===== src/hw/pcc_pkg.sv =====
// constants for the per-port congestion context block
package pcc_pkg;

  // ----------------------------------------------------------------
  // indirect access: memory select and quad-word addresses
  // ----------------------------------------------------------------
  localparam int QADDR_W = 11;
  localparam int LW_N = 4;
  localparam int LW_W = 34;
  localparam logic SEL_INTERNAL = 1'h1;
  localparam logic [QADDR_W-1:0] THR_LOOP_BASE = 11'h200;   // 512
  localparam logic [QADDR_W-1:0] THR_WAN_QADDR = 11'h611;   // 1553
  localparam logic [QADDR_W-1:0] CNT_LOOP_BASE = 11'h400;   // 1024
  localparam logic [QADDR_W-1:0] CNT_WAN_QADDR = 11'h612;   // 1554
  localparam logic [QADDR_W-1:0] UPORT_QADDR = 11'h613;     // 1555
  localparam logic [1:0] WAN_LW = 2'h0;
  localparam logic [1:0] UPORT_THR_LW = 2'h1;
  localparam logic [1:0] UPORT_CNT_LW = 2'h2;

  // ----------------------------------------------------------------
  // threshold record fields
  // ----------------------------------------------------------------
  localparam int THR_W = 16;
  localparam int THR_HI_MSB = 15;
  localparam int THR_HI_LSB = 8;
  localparam int THR_LO_MSB = 7;
  localparam int THR_LO_LSB = 0;

  // ----------------------------------------------------------------
  // count record fields
  // ----------------------------------------------------------------
  localparam int CNT_ACT_BIT = 31;
  localparam int CNT_MAX_MSB = 27;
  localparam int CNT_MAX_LSB = 20;
  localparam int CNT_Q_MSB = 17;
  localparam int CNT_Q_LSB = 0;
  localparam int CNT_W = 18;
  localparam int LOGF_W = 8;
  localparam int EXP_W = 20;
  localparam int CIRC_CNT_W = 13;
  localparam int CIRC_ID_W = 16;
  localparam int AMT_W = 14;

  // ----------------------------------------------------------------
  // reset values
  // ----------------------------------------------------------------
  localparam logic [THR_W-1:0] THR_RESET = 16'h0000;
  localparam logic [LOGF_W-1:0] MAX_RESET = 8'h00;
  localparam logic [CNT_W-1:0] CNT_RESET = 18'h00000;

endpackage


===== src/hw/pcc_port_context.sv =====
// per-port congestion context: thresholds, port enable, queued-cell count
module pcc_port_context #(
  parameter int NUM_LOOP = 8,
  parameter int NUM_CLASS = 4
) (
  input wire logic mclk,
  input wire logic rst_n,
  input wire logic context_memory_select,
  input wire logic [pcc_pkg::QADDR_W-1:0] quad_word_address,
  input wire logic [pcc_pkg::LW_N-1:0] long_word_enable,
  input wire logic mp_wr,
  input wire logic mp_rd,
  input wire logic [pcc_pkg::LW_N*pcc_pkg::LW_W-1:0] mp_wdata,
  output logic [pcc_pkg::LW_N*pcc_pkg::LW_W-1:0] mp_rdata,
  output logic mp_rvalid,
  input wire logic arr_valid,
  input wire logic [$clog2(NUM_LOOP+2)-1:0] arr_port,
  input wire logic [pcc_pkg::CIRC_ID_W-1:0] arr_circuit,
  input wire logic arr_low_priority,
  input wire logic arr_min_met,
  input wire logic arr_frame_continuous_queueing,
  input wire logic arr_packet_mode,
  input wire logic arr_first_cell,
  input wire logic arr_reasm_active,
  input wire logic [pcc_pkg::CIRC_CNT_W-1:0] arr_reasm_len,
  output logic arr_accept,
  output logic arr_drop,
  output logic arr_congestion_drop,
  output logic dropped_cell_total_inc,
  output logic priority_drop_total_inc,
  output logic [pcc_pkg::AMT_W-1:0] priority_drop_amount,
  output logic rx_error_irq,
  output logic [pcc_pkg::CIRC_ID_W-1:0] rx_error_circuit_id,
  input wire logic deq_valid,
  input wire logic [$clog2(NUM_LOOP+2)-1:0] deq_port,
  input wire logic td_valid,
  input wire logic td_is_class,
  input wire logic [$clog2(NUM_LOOP+2)-1:0] td_port,
  input wire logic [pcc_pkg::CNT_W-1:0] td_cells,
  input wire logic tx_valid,
  input wire logic [$clog2(NUM_LOOP+2)-1:0] tx_port,
  input wire logic [$clog2(NUM_CLASS)-1:0] tx_class,
  input wire logic tx_shaped,
  input wire logic [pcc_pkg::CIRC_CNT_W-1:0] tx_circuit_cells,
  output logic tx_grant,
  output logic tx_answer,
  output logic [NUM_LOOP+1:0] port_active
);

  // ----------------------------------------------------------------
  // sizes and state
  // ----------------------------------------------------------------
  localparam int NP = NUM_LOOP + 2;
  localparam int PW = $clog2(NP);
  localparam int WAN_P = NUM_LOOP;
  localparam int UP_P = NUM_LOOP + 1;
  localparam int NQ = (NUM_LOOP + 3) / 4;
  localparam int DW = pcc_pkg::LW_N * pcc_pkg::LW_W;

  typedef struct packed {
    logic [NP-1:0][pcc_pkg::THR_W-1:0] thr;
    logic [NP-1:0] act;
    logic [NP-1:0][pcc_pkg::LOGF_W-1:0] maxt;
    logic [NP-1:0][pcc_pkg::CNT_W-1:0] cnt;
    logic [NP-1:0][NUM_CLASS-1:0] head_sent;
    logic [DW-1:0] rdata;
    logic rvalid;
    logic accept;
    logic drop;
    logic cong;
    logic disc_inc;
    logic prio_inc;
    logic [pcc_pkg::AMT_W-1:0] amt;
    logic irq;
    logic [pcc_pkg::CIRC_ID_W-1:0] err_id;
    logic grant;
    logic answer;
  } pcc_state_t;

  pcc_state_t st_q;
  pcc_state_t st_d;

  // ----------------------------------------------------------------
  // helpers
  // ----------------------------------------------------------------
  // log/fraction code to cell count; widened so 2^15*31/16 cannot wrap
  function automatic logic [pcc_pkg::EXP_W-1:0] expand(input logic [pcc_pkg::LOGF_W-1:0] code);
    logic [pcc_pkg::EXP_W-1:0] mant;
    begin
      mant = {15'h0000, 1'b1, code[3:0]};
      expand = pcc_pkg::EXP_W'((mant << code[7:4]) >> 4);
    end
  endfunction

  // quad address and lane to {hit, count-record, port}
  function automatic logic [PW+1:0] decode(input logic [pcc_pkg::QADDR_W-1:0] qa, input logic [1:0] lw);
    int p;
    logic hit;
    logic is_cnt;
    begin
      p = 0;
      hit = 1'b0;
      is_cnt = 1'b0;
      if (qa >= pcc_pkg::THR_LOOP_BASE && qa < pcc_pkg::THR_LOOP_BASE + NQ) begin
        p = int'(qa - pcc_pkg::THR_LOOP_BASE) * 4 + int'(lw);
        hit = (p < NUM_LOOP);
      end else if (qa >= pcc_pkg::CNT_LOOP_BASE && qa < pcc_pkg::CNT_LOOP_BASE + NQ) begin
        p = int'(qa - pcc_pkg::CNT_LOOP_BASE) * 4 + int'(lw);
        hit = (p < NUM_LOOP);
        is_cnt = 1'b1;
      end else if (qa == pcc_pkg::THR_WAN_QADDR && lw == pcc_pkg::WAN_LW) begin
        p = WAN_P;
        hit = 1'b1;
      end else if (qa == pcc_pkg::CNT_WAN_QADDR && lw == pcc_pkg::WAN_LW) begin
        p = WAN_P;
        hit = 1'b1;
        is_cnt = 1'b1;
      end else if (qa == pcc_pkg::UPORT_QADDR && lw == pcc_pkg::UPORT_THR_LW) begin
        p = UP_P;
        hit = 1'b1;
      end else if (qa == pcc_pkg::UPORT_QADDR && lw == pcc_pkg::UPORT_CNT_LW) begin
        p = UP_P;
        hit = 1'b1;
        is_cnt = 1'b1;
      end
      decode = {hit, is_cnt, PW'(p)};
    end
  endfunction

  // congestion test for the arriving cell against the port's ceilings
  logic arr_act;
  logic cong_now;
  logic [pcc_pkg::EXP_W-1:0] arr_cnt;
  logic [pcc_pkg::LOGF_W-1:0] prio_code;
  assign arr_act = st_q.act[arr_port];
  assign arr_cnt = {2'h0, st_q.cnt[arr_port]};
  assign prio_code = arr_low_priority ? st_q.thr[arr_port][pcc_pkg::THR_LO_MSB:pcc_pkg::THR_LO_LSB] :
                     st_q.thr[arr_port][pcc_pkg::THR_HI_MSB:pcc_pkg::THR_HI_LSB];
  // high-priority cells below their minimum only face the port ceiling
  assign cong_now = (st_q.maxt[arr_port] != '0 && arr_cnt >= expand(st_q.maxt[arr_port])) ||
                    ((arr_low_priority || arr_min_met) && prio_code != '0 && arr_cnt >= expand(prio_code));

  logic [PW+1:0] dec [pcc_pkg::LW_N];
  logic [pcc_pkg::LW_W-1:0] wlane [pcc_pkg::LW_N];
  logic [pcc_pkg::EXP_W-1:0] nxt [NP];

  // ----------------------------------------------------------------
  // next state
  // ----------------------------------------------------------------
  always_comb begin
    st_d = st_q;
    st_d.rvalid = 1'b0;
    st_d.accept = 1'b0;
    st_d.drop = 1'b0;
    st_d.cong = 1'b0;
    st_d.disc_inc = 1'b0;
    st_d.prio_inc = 1'b0;
    st_d.amt = '0;
    st_d.irq = 1'b0;
    st_d.grant = 1'b0;
    st_d.answer = 1'b0;
    for (int l = 0; l < pcc_pkg::LW_N; l++) begin
      dec[l] = decode(quad_word_address, 2'(l));
      wlane[l] = mp_wdata[l*pcc_pkg::LW_W +: pcc_pkg::LW_W];
    end
    // cell count: arrivals add, departures and teardowns subtract
    for (int p = 0; p < NP; p++) begin
      nxt[p] = {2'h0, st_q.cnt[p]};
    end
    if (arr_valid) begin
      if (!arr_act) begin
        st_d.drop = 1'b1;
        st_d.irq = 1'b1;
        st_d.err_id = arr_circuit;
        if (arr_frame_continuous_queueing) begin
          st_d.prio_inc = 1'b1;
          st_d.amt = arr_reasm_active ? {1'b0, arr_reasm_len} + 14'h0001 : 14'h0001;
        end else if (!arr_packet_mode || arr_first_cell) begin
          st_d.disc_inc = 1'b1;
        end else begin
          st_d.prio_inc = 1'b1;
          st_d.amt = 14'h0001;
        end
      end else if (cong_now) begin
        st_d.drop = 1'b1;
        st_d.cong = 1'b1;
      end else begin
        st_d.accept = 1'b1;
        nxt[arr_port] = nxt[arr_port] + 20'h00001;
      end
    end
    if (deq_valid && nxt[deq_port] != '0) begin
      nxt[deq_port] = nxt[deq_port] - 20'h00001;
    end
    // both-priority circuit total or class total, floored at zero
    if (td_valid) begin
      nxt[td_port] = (nxt[td_port] > {2'h0, td_cells}) ?
                     nxt[td_port] - {2'h0, td_cells} : '0;
    end
    for (int p = 0; p < NP; p++) begin
      st_d.cnt[p] = (nxt[p] > {2'h0, {pcc_pkg::CNT_W{1'b1}}}) ? {pcc_pkg::CNT_W{1'b1}} : nxt[p][pcc_pkg::CNT_W-1:0];
    end
    // transmit permission for a queued cell of this port and class
    if (tx_valid) begin
      st_d.answer = 1'b1;
      if (st_q.act[tx_port]) begin
        st_d.grant = 1'b1;
      end else if (tx_shaped) begin
        st_d.grant = (tx_circuit_cells > 13'h0001);
      end else if (!st_q.head_sent[tx_port][tx_class]) begin
        st_d.grant = 1'b1;
        st_d.head_sent[tx_port][tx_class] = 1'b1;
      end
    end
    // host write wins over same-cycle count updates; software masks live fields
    if (mp_wr && context_memory_select == pcc_pkg::SEL_INTERNAL) begin
      for (int l = 0; l < pcc_pkg::LW_N; l++) begin
        if (long_word_enable[l] && dec[l][PW+1]) begin
          if (dec[l][PW]) begin
            if (st_q.act[dec[l][PW-1:0]] && !wlane[l][pcc_pkg::CNT_ACT_BIT]) begin
              st_d.head_sent[dec[l][PW-1:0]] = '0;
            end
            st_d.act[dec[l][PW-1:0]] = wlane[l][pcc_pkg::CNT_ACT_BIT];
            st_d.maxt[dec[l][PW-1:0]] = wlane[l][pcc_pkg::CNT_MAX_MSB:pcc_pkg::CNT_MAX_LSB];
            st_d.cnt[dec[l][PW-1:0]] = wlane[l][pcc_pkg::CNT_Q_MSB:pcc_pkg::CNT_Q_LSB];
          end else begin
            st_d.thr[dec[l][PW-1:0]] = wlane[l][pcc_pkg::THR_W-1:0];
          end
        end
      end
    end
    // read returns every enabled lane; unmapped lanes read zero
    if (mp_rd) begin
      st_d.rvalid = 1'b1;
      for (int l = 0; l < pcc_pkg::LW_N; l++) begin
        st_d.rdata[l*pcc_pkg::LW_W +: pcc_pkg::LW_W] = '0;
        if (context_memory_select == pcc_pkg::SEL_INTERNAL && long_word_enable[l] && dec[l][PW+1]) begin
          if (dec[l][PW]) begin
            st_d.rdata[l*pcc_pkg::LW_W +: pcc_pkg::LW_W] = {2'h0, st_q.act[dec[l][PW-1:0]], 3'h0,
              st_q.maxt[dec[l][PW-1:0]], 2'h0, st_q.cnt[dec[l][PW-1:0]]};
          end else begin
            st_d.rdata[l*pcc_pkg::LW_W +: pcc_pkg::LW_W] = {18'h00000, st_q.thr[dec[l][PW-1:0]]};
          end
        end
      end
    end
  end

  // ----------------------------------------------------------------
  // state register
  // ----------------------------------------------------------------
  always_ff @(posedge mclk) begin
    if (!rst_n) begin
      st_q <= '0;
    end else begin
      st_q <= st_d;
    end
  end

  // outputs straight from the state register
  assign mp_rdata = st_q.rdata;
  assign mp_rvalid = st_q.rvalid;
  assign arr_accept = st_q.accept;
  assign arr_drop = st_q.drop;
  assign arr_congestion_drop = st_q.cong;
  assign dropped_cell_total_inc = st_q.disc_inc;
  assign priority_drop_total_inc = st_q.prio_inc;
  assign priority_drop_amount = st_q.amt;
  assign rx_error_irq = st_q.irq;
  assign rx_error_circuit_id = st_q.err_id;
  assign tx_grant = st_q.grant;
  assign tx_answer = st_q.answer;
  assign port_active = st_q.act;

  // ----------------------------------------------------------------
  // assertions
  // ----------------------------------------------------------------
  logic head_done;
  assign head_done = st_q.head_sent[tx_port][tx_class];

  property p_inactive_drop;
    @(posedge mclk) disable iff (!rst_n)
    arr_valid && !arr_act |=> arr_drop && rx_error_irq && !arr_accept && rx_error_circuit_id == $past(arr_circuit);
  endproperty
  a_inactive_drop: assert property (p_inactive_drop) else $error("inactive port cell not dropped");

  property p_cell_mode;
    @(posedge mclk) disable iff (!rst_n)
    arr_valid && !arr_act && !arr_frame_continuous_queueing && !arr_packet_mode
      |=> dropped_cell_total_inc && !priority_drop_total_inc;
  endproperty
  a_cell_mode: assert property (p_cell_mode) else $error("per-cell discard count wrong");

  property p_packet_mode;
    @(posedge mclk) disable iff (!rst_n)
    arr_valid && !arr_act && !arr_frame_continuous_queueing && arr_packet_mode
      |=> dropped_cell_total_inc == $past(arr_first_cell) && priority_drop_total_inc == !$past(arr_first_cell);
  endproperty
  a_packet_mode: assert property (p_packet_mode) else $error("packet discard counter choice wrong");

  property p_fcq_amount;
    @(posedge mclk) disable iff (!rst_n)
    arr_valid && !arr_act && arr_frame_continuous_queueing && arr_reasm_active
      |=> priority_drop_total_inc && priority_drop_amount == {1'b0, $past(arr_reasm_len)} + 14'h0001;
  endproperty
  a_fcq_amount: assert property (p_fcq_amount) else $error("reassembly discard amount wrong");

  property p_congestion;
    @(posedge mclk) disable iff (!rst_n)
    arr_valid && arr_act && cong_now |=> arr_congestion_drop && !arr_accept;
  endproperty
  a_congestion: assert property (p_congestion) else $error("congested cell accepted");

  property p_active_tx;
    @(posedge mclk) disable iff (!rst_n)
    tx_valid && st_q.act[tx_port] |=> tx_answer && tx_grant;
  endproperty
  a_active_tx: assert property (p_active_tx) else $error("active port transmit refused");

  property p_head_only;
    @(posedge mclk) disable iff (!rst_n)
    tx_valid && !st_q.act[tx_port] && !tx_shaped && head_done |=> tx_answer && !tx_grant;
  endproperty
  a_head_only: assert property (p_head_only) else $error("non-head cell sent on disabled port");

  property p_shaped_last;
    @(posedge mclk) disable iff (!rst_n)
    tx_valid && !st_q.act[tx_port] && tx_shaped |=> tx_grant == ($past(tx_circuit_cells) > 13'h0001);
  endproperty
  a_shaped_last: assert property (p_shaped_last) else $error("shaped drain limit broken");

  property p_uport_read;
    @(posedge mclk) disable iff (!rst_n)
    mp_rd && context_memory_select == pcc_pkg::SEL_INTERNAL && quad_word_address == pcc_pkg::UPORT_QADDR
      && long_word_enable[pcc_pkg::UPORT_THR_LW] && !mp_wr
      |=> mp_rvalid && mp_rdata[pcc_pkg::LW_W +: pcc_pkg::THR_W] == $past(st_q.thr[UP_P]);
  endproperty
  a_uport_read: assert property (p_uport_read) else $error("uP threshold read wrong");

endmodule


===== config.mk =====
export PLATFORM = sky130hd
export DESIGN_NAME = pcc_port_context
export DESIGN_NICKNAME = d
export VERILOG_FILES = /design/src/hw/pcc_pkg.sv /design/src/hw/pcc_port_context.sv
export SDC_FILE = /design/constraint.sdc
export NUM_CORES = 2
export LEC_CHECK = 0
export BUFFER_PORTS_ARGS = -buffer_cell sky130_fd_sc_hd__buf_2
export CELL_PAD_IN_SITES_DETAIL_PLACEMENT = 1
export CELL_PAD_IN_SITES_GLOBAL_PLACEMENT = 1
export CORE_MARGIN = 10
export CORE_UTILIZATION = 48
export DETAILED_ROUTE_END_ITERATION = 6
export PLACE_DENSITY = 0.87
export SYNTH_ARGS = -nofsm -noshare
export SYNTH_HDL_FRONTEND = slang
export SYNTH_SLANG_ARGS = --single-unit

===== constraint.sdc =====
create_clock -name mclk -period 27.4 [get_ports mclk]
set_input_delay 2.74 -clock mclk [delete_from_list [all_inputs] [get_ports mclk]]
set_output_delay 2.74 -clock mclk [all_outputs]
set_load 0.01 [all_outputs]

Word-level counts from Yosys, hierarchy flattened. Cells that the tools add are included.

Register bits: 643. Output and inout bits: 185. Input bits: 246.

Reduce and logical (&&, ||, !) cells: 49. Equal/unequal tests: 3. Add/subtract/negate cells: 12. Multiplexer cells: 215. Shift operators: 2. Order comparisons: 45. Bitwise gates (word level): 15.

Operator list (number): two-way mux 470 bit (7); two-way mux 310 bit (4); two-way mux 200 bit (5); bitwise mux 180 bit (4); bitwise mux 160 bit (4); two-way mux 160 bit (4); bitwise mux 200 bit (3); binary-select mux 18 bit (select 4 bit) (5); two-way mux 18 bit (19); binary-select mux 16 bit (select 4 bit) (5); bitwise mux 80 bit (4); two-way mux 40 bit (8); demux 18 bit (select 4 bit) (4); demux 16 bit (select 4 bit) (4); two-way mux 32 bit (8); binary-select mux 20 bit (select 4 bit) (3); demux 20 bit (select 4 bit) (3); two-way mux 220 bit (1); greater-than comparator 20 x 18 -> 1 bit (second input constant) (10); two-way mux 20 bit (10); AND 40 bit (4); binary-select mux 8 bit (select 4 bit) (5); NOT 40 bit (4); two-way mux 16 bit (9); other kinds (52) (204).

Depth between registers and ports, before layout.
Word-level depth: 44. Gate-level depth with buffers: 68. Mapped depth without buffers: 54.

Least setup slack after synthesis. No wires, ideal clock.

Kind: input to register. Start point: in arr_port[0]. End point: reg st_q[394] (netlist bit). Buffers on the path: 13. Path slack: 12.930 ns. Setup time: 0.095 ns. Stages: 62. Data arrival time: 14.375 ns. Path through: buf_4 -> buf_6 -> buf_6 -> buf_6 -> buf_6 -> mux2i_1 -> o22ai_1 -> a221oi_1 -> clkinv_1 -> mux2i_1 -> mux2_2 -> and2_1 -> ha_1 -> nor3b_1 -> nor2_1 -> nor3_1 -> o21ai_0 -> a2111oi_2 -> [... 26 more ...] -> o21ai_0 -> a21boi_0 -> o21ai_0 -> nand2_1 -> a21o_1 -> a21o_1 -> a21o_1 -> a21oi_1 -> o2111ai_1 -> o211ai_1 -> nand2b_1 -> nor4_1 -> a21oi_1 -> a31o_2 -> o21ai_4 -> nor2_2 -> buf_2 -> a221oi_1.

Longest elaborated chain between the ends: 41. Elaborated cells on any way between the ends: 67. Classes of those cells: add/sub: 3; order compare: 6; shift: 2; mux: 46; bitwise: 1; reduce/logical: 9.

Ends and longest elaborated chain: start, declared (line pcc_port_context.sv:17) `input wire logic [$clog2(NUM_LOOP+2)-1:0] arr_port,`; binary-select mux 16 bit (select 4 bit) (line pcc_port_context.sv:137, pcc_port_context.sv:138); two-way mux 16 bit (not written as such) (line pcc_port_context.sv:138) `st_q.thr[arr_port][pcc_pkg::THR_HI_MSB:pcc_pkg::THR_HI_LSB];`; two-way mux 8 bit (line pcc_port_context.sv:137) `assign prio_code = arr_low_priority ? st_q.thr[arr_port][pcc_pkg::THR_LO_MSB:pcc_pkg::THR_LO_LSB] :`; left shift 5 x 4 -> 20 bit / nonzero test 8 bit (equally long branches) (line pcc_port_context.sv:91, pcc_port_context.sv:141); greater-or-equal comparator 18 x 16 -> 1 bit / logical AND 1 bit (equally long branches) (line pcc_port_context.sv:141) `((arr_low_priority || arr_min_met) && prio_code != '0 && arr_cnt >= expand(prio_code));`; logical AND 1 bit (line pcc_port_context.sv:141); logical OR 1 bit (line pcc_port_context.sv:140) `assign cong_now = (st_q.maxt[arr_port] != '0 && arr_cnt >= expand(st_q.maxt[arr_port])) ||`; two-way mux 200 bit (line pcc_port_context.sv:184) `end else if (cong_now) begin`; [... 25 more ...]; bitwise mux 180 bit (line pcc_port_context.sv:225) `st_d.cnt[dec[l][PW-1:0]] = wlane[l][pcc_pkg::CNT_Q_MSB:pcc_pkg::CNT_Q_LSB];`; two-way mux 310 bit (line pcc_port_context.sv:219) `if (dec[l][PW]) begin`; two-way mux 470 bit (line pcc_port_context.sv:218) `if (long_word_enable[l] && dec[l][PW+1]) begin`; two-way mux 470 bit (line pcc_port_context.sv:216) `if (mp_wr && context_memory_select == pcc_pkg::SEL_INTERNAL) begin`; bitwise mux 180 bit (line pcc_port_context.sv:225); two-way mux 310 bit (line pcc_port_context.sv:219); two-way mux 470 bit (line pcc_port_context.sv:218); two-way mux 220 bit * (line pcc_port_context.sv:216); end signal, assigned (line pcc_port_context.sv:256) `st_q <= st_d;`; end, declared (line pcc_port_context.sv:80) `pcc_state_t st_q;`.

Every way passes the cells marked *; elsewhere a longest branch is shown, timed or not. The select of a mux whose other input is x is not followed. A chain may end at the register's enable or synchronous reset.

Worst setup path after layout.
Start point: in arr_port[0]. End point: reg st_q[307] (netlist bit).

The elaborated chain is that of the path after synthesis.

==> out/qor_table.md <==
| Group | Parameter | Reported |
| --- | --- | --- |
| logic synthesis | Number of distinct standard cells referenced by the synthesized netlist | 111 |
| grt | Largest net degree at the start of global routing | 107 |
| power and ir drop | Power Density | 54.80 mW/mm2 |
| sta | Final-report max-slew violation count | 16 |
| hold path | End of the worst hold path | mp_rdata[76] |
| floorplan | Effective utilization at floorplan | 48.42% |
| setup path | Most common cell on crit path | sky130_fd_sc_hd__buf_4 |
| setup path | Length in cells of the worst reg-to-reg path | 50 |
| floorplan | Full die area | 0.1034 mm2 |
| sta | Max Freq | 0.04773 GHz |
| logic synthesis | Syn. warnings | 0 |
| setup path | Peak per-stage delay on the critical path | 980 ps |
| floorplan | Die W | 321.6 um |
| setup path | Startpoint of the worst-slack reg-to-reg timing path | st_q[490] |
| run status | Violations in the final reports | design-rule violations, max-capacitance violations, max-slew violations |
| final layout | Most common library cell in the layout ignoring fill and taps | sky130_fd_sc_hd__nand2_1 |
| final layout | Commonest cells after routing, fill and taps aside | sky130_fd_sc_hd__nand2_1, sky130_fd_sc_hd__dfxtp_1, sky130_fd_sc_hd__nor2_1 |
| grt | Number of global-route vias before repair | 51,800 |
| clock network | Number of buffers created by CTS | 76 |
| setup path | Nature of the critical path endpoint | register |
| drt | Via Count | 54,830 |
| placement | Routability Congestion | 1.174 |
| run status | Outcome | finished, violations left |
| setup path | Setup slack on the worst flop-to-flop path | 10,300 ps |
| grt | First-pass GRT wire length | 410,400 um |
| floorplan | Std-Cell Rows | 110 |
| drt | Antenna Violating Nets Remaining | 0 |
| sta | Final hold violation count | 0 |
| final layout | Layout overhead on the synthesized area | 11.11% |
| power and ir drop | Leakage | 18.49 nW |
| floorplan | Die height | 321.6 um |
| drt | DR vias/cell | 7.779 |
| clock network | Hold Buf Count CTS | 0 |
| final layout | NumNets Final | 6,087 |
| flow run | Max_cap viols | 4 |
| logic synthesis | Cell count after synthesis | 5,734 |
| drt | Final wirelength | 305,700 um |
| final layout | Final-layout fill cell count | 11,160 |
| grt | Global-route usage over all layers | 55.96% |
| placement | Half-perimeter wire length after placement | 212,000 um |
| clock network | Clock-pin slew on the worst setup and hold paths | 60 ps |
| hold path | Worst hold path type | register to register |
| setup path | Capture point of the worst reg-to-reg path | st_q[307] |
| drt | Average wire per cell in the routed design | 43.37 um |
| floorplan | Core Area | 0.09015 mm2 |
| setup path | WS Path Type | input port to register |
| sta | Max-Slew Margin vs Limit | -13.34% |
| setup path | Worst path slowest cell | sky130_fd_sc_hd__a31oi_1 |
| setup path | Kind of launch point of the worst setup path | input port |
| floorplan | Number of ports placed on the die boundary | 431 |
| drt | Post-route DRC violation count | 13 |
| sta | Layout Skew | 41.85 ps |
| clock network | Post-CTS setup buffer count | 0 |
| hold path | Number of cells on the worst hold path | 2 |
| logic synthesis | Async SR Flop Fraction | 0% |
| hold path | Critical hold path startpoint | mp_rdata[76] |
| power and ir drop | Worst vdd ir | 0.00005506 V |
| sta | Hold slack | 466.6 ps |
| logic synthesis | Summed instance area of the synthesized netlist | 0.04365 mm2 |
| logic synthesis | #FFs+latches synth | 617 |
| sta | Final-report setup violation count | 0 |
| sta | Setup tns final | 0 ps |
| sta | RSZ-0062 raised after global routing | no |
| clock network | TritonCTS clock tree | done |
| clock network | Clock latency on the worst-skew pair | 710 ps |
| logic synthesis | Synthesized area per cell | 7.613 um2 |
| setup path | Arrival time at the worst endpoint | 21,480 ps |
| drt | Router iterations before antenna repair | 7 |
| clock network | Number of clock sinks seen by CTS | 617 |
| logic synthesis | Number of synthesized flops with an enable pin | 0 |
| drt | Detailed router's first-iteration violation count | 11,160 |
| setup path | Worst EP required | 27,930 ps |
| placement | Number of I/O port buffers | 372 |
| setup path | Max Fanout on Critical Path | 97 |
| clock network | Root cell of the clock tree | sky130_fd_sc_hd__clkbuf_16 |
| grt | Total gr overflow | 0 |
| logic synthesis | Proportion of synthesized chip area in sequential cells | 28.29% |
| sta | Worst-margin pin slew | 1694 ps |
| clock network | Maximum clock insertion buffer count | 3 |
| clock network | H-Tree Level Count | 3 |
| clock network | Number of cells upsized or downsized after cts | 0 |
| sta | Final worst-path cycle share | 76.46% |
| final layout | Share of cells above drive strength 1 | 17.24% |
| logic synthesis | Top FF cell, synth | sky130_fd_sc_hd__dfxtp_1 |
| sta | Final critical path time including I/O delays and setup | 20,950 ps |
| grt | Antenna violations before repair | 44 |
==> state kept, by name, indices dropped and copies added (netlist names), 8 cells and up, named ones only <==
name / flops
mp_rdata: 108
priority_drop_amount: 14
st_q: 412
rx_error_circuit_id: 16
port_active: 8
==> stage by stage <==
| stage | power (mW) | area [um2] | setup slack [ps] | std cells | utilization, % |
|---|---|---|---|---|---|
| 6_report | 2.658 | 48500 | 6450 | 7048 | 53.80 |
| 5_1_grt | 2.670 | 48470 | 6413 | 7033 | 53.76 |
| 4_1_cts | 2.574 | 48410 | 7894 | 7017 | 53.70 |
| 3_5_place_dp | 1.505 | 45800 | 7217 | 6878 | 50.80 |
| 3_3_place_gp | 1.497 | 45800 | 7524 | 6878 | 50.80 |
| 2_1_floorplan | 1.250 | 43760 | 12930 | 5761 | - |
==> cell type report <==
class	instances	area, um2	share of cell area, %
multi-input cells	4422	28240	58.22
flip-flops and latches	617	12350	25.47
repair buffers	578	3421	7.053
clock buffers	108	2216	4.569
well taps	1176	1471	3.034
clock inverters	31	395.4	0.8152
inverters	86	332.8	0.6862
diodes	30	75.07	0.1548
==> cell usage after synthesis, types with 9 or more instances <==
library cell                  n  area share (%)
sky130_fd_sc_hd__buf_2       41            0.47
sky130_fd_sc_hd__buf_6       13            0.34
sky130_fd_sc_hd__or3_1       16            0.23
sky130_fd_sc_hd__o31ai_1      9            0.15
sky130_fd_sc_hd__o211ai_1    67             1.2
sky130_fd_sc_hd__a22o_1      13            0.26
sky130_fd_sc_hd__o221ai_1    49            0.98
sky130_fd_sc_hd__mux2i_1    435              10
sky130_fd_sc_hd__or2_2       14            0.20
sky130_fd_sc_hd__nand4_1     25            0.36
sky130_fd_sc_hd__buf_4      190             3.3
sky130_fd_sc_hd__a32oi_1     10            0.20
sky130_fd_sc_hd__a21o_1      21            0.36
sky130_fd_sc_hd__buf_1       45            0.39
sky130_fd_sc_hd__a21oi_1    583             6.7
sky130_fd_sc_hd__nor4_1      27            0.39
sky130_fd_sc_hd__nor2b_1     26            0.37
sky130_fd_sc_hd__o21ai_0    380             4.4
sky130_fd_sc_hd__dfxtp_1    617              28
sky130_fd_sc_hd__clkbuf_1   344             3.0
sky130_fd_sc_hd__nand2_1    894             7.7
sky130_fd_sc_hd__xor2_1      25            0.50
sky130_fd_sc_hd__o2111ai_1   15            0.30
sky130_fd_sc_hd__a211oi_1   116             2.0
sky130_fd_sc_hd__inv_1       81            0.70
sky130_fd_sc_hd__ha_1        59             1.7
sky130_fd_sc_hd__o22ai_1     68            0.97
sky130_fd_sc_hd__a31oi_1     63            0.90
sky130_fd_sc_hd__a221oi_1   121             2.4
sky130_fd_sc_hd__mux2_2     100             2.6
sky130_fd_sc_hd__a311oi_1    12            0.24
sky130_fd_sc_hd__mux4_2      78             4.0
sky130_fd_sc_hd__a2111oi_0   17            0.34
sky130_fd_sc_hd__nand3_1     96             1.1
sky130_fd_sc_hd__nand2b_1    38            0.54
sky130_fd_sc_hd__xnor2_1     40            0.80
sky130_fd_sc_hd__nor2_1     631             5.4
sky130_fd_sc_hd__a2bb2oi_1    9            0.18
sky130_fd_sc_hd__and2_1      32            0.46
sky130_fd_sc_hd__and3_1      27            0.39
sky130_fd_sc_hd__a22oi_1     58             1.0
sky130_fd_sc_hd__nor3_1      73            0.84
==> worst max path at each step <==
| stage | startpoint | endpoint | slack [ps] |
|---|---|---|---|
| after CTS | arr_port[0] | st_q[288] | 7890 |
| after floorplan | arr_port[0] | st_q[394] | 12930 |
| final | arr_port[0] | st_q[307] | 6450 |
| after global routing | arr_port[0] | st_q[307] | 6410 |
| after global placement | arr_port[0] | st_q[288] | 7520 |
| after detailed placement | arr_port[0] | st_q[288] | 7220 |
==> kinds of logic after synthesis <==
group                    share of synthesized area, %
AND/OR/NAND/NOR                                 18.98
adder cells (fa/ha/maj)                         1.737
flip-flops                                      28.29
buffers and inverters                           8.220
XOR/XNOR                                        1.341
other                                        0.008590
AO/OA/AOI/OAI                                   24.82
multiplexers                                    16.60
==> critical path: cells and delay by family <==
kind | cells | cell delay (ps)
AND/OR/NAND/NOR | 12 | 3300
multiplexers | 5 | 1870
AO/OA/AOI/OAI | 25 | 7950
adder cells (fa/ha/maj) | 2 | 710
buffers and inverters | 8 | 4590
==> layer usage <==
layer,vias up,track usage [%],part of all wire [%]
met5,-,3.089,0.23
met4,38,40.67,9.8
met3,1784,36.19,19
met2,5741,73.62,37
met1,26540,63.63,34
li1,20720,-,-
==> power breakdown <==
group / total [mW] / switching, mW / leakage [nW] / internal, mW
sequential: 0.947 / 0.0325 / 4.99 / 0.914
clock: 1.10 / 0.469 / 1.28 / 0.635
combinational: 0.608 / 0.457 / 12.2 / 0.151
No activity file was read; power rests on OpenSTA's default activity.
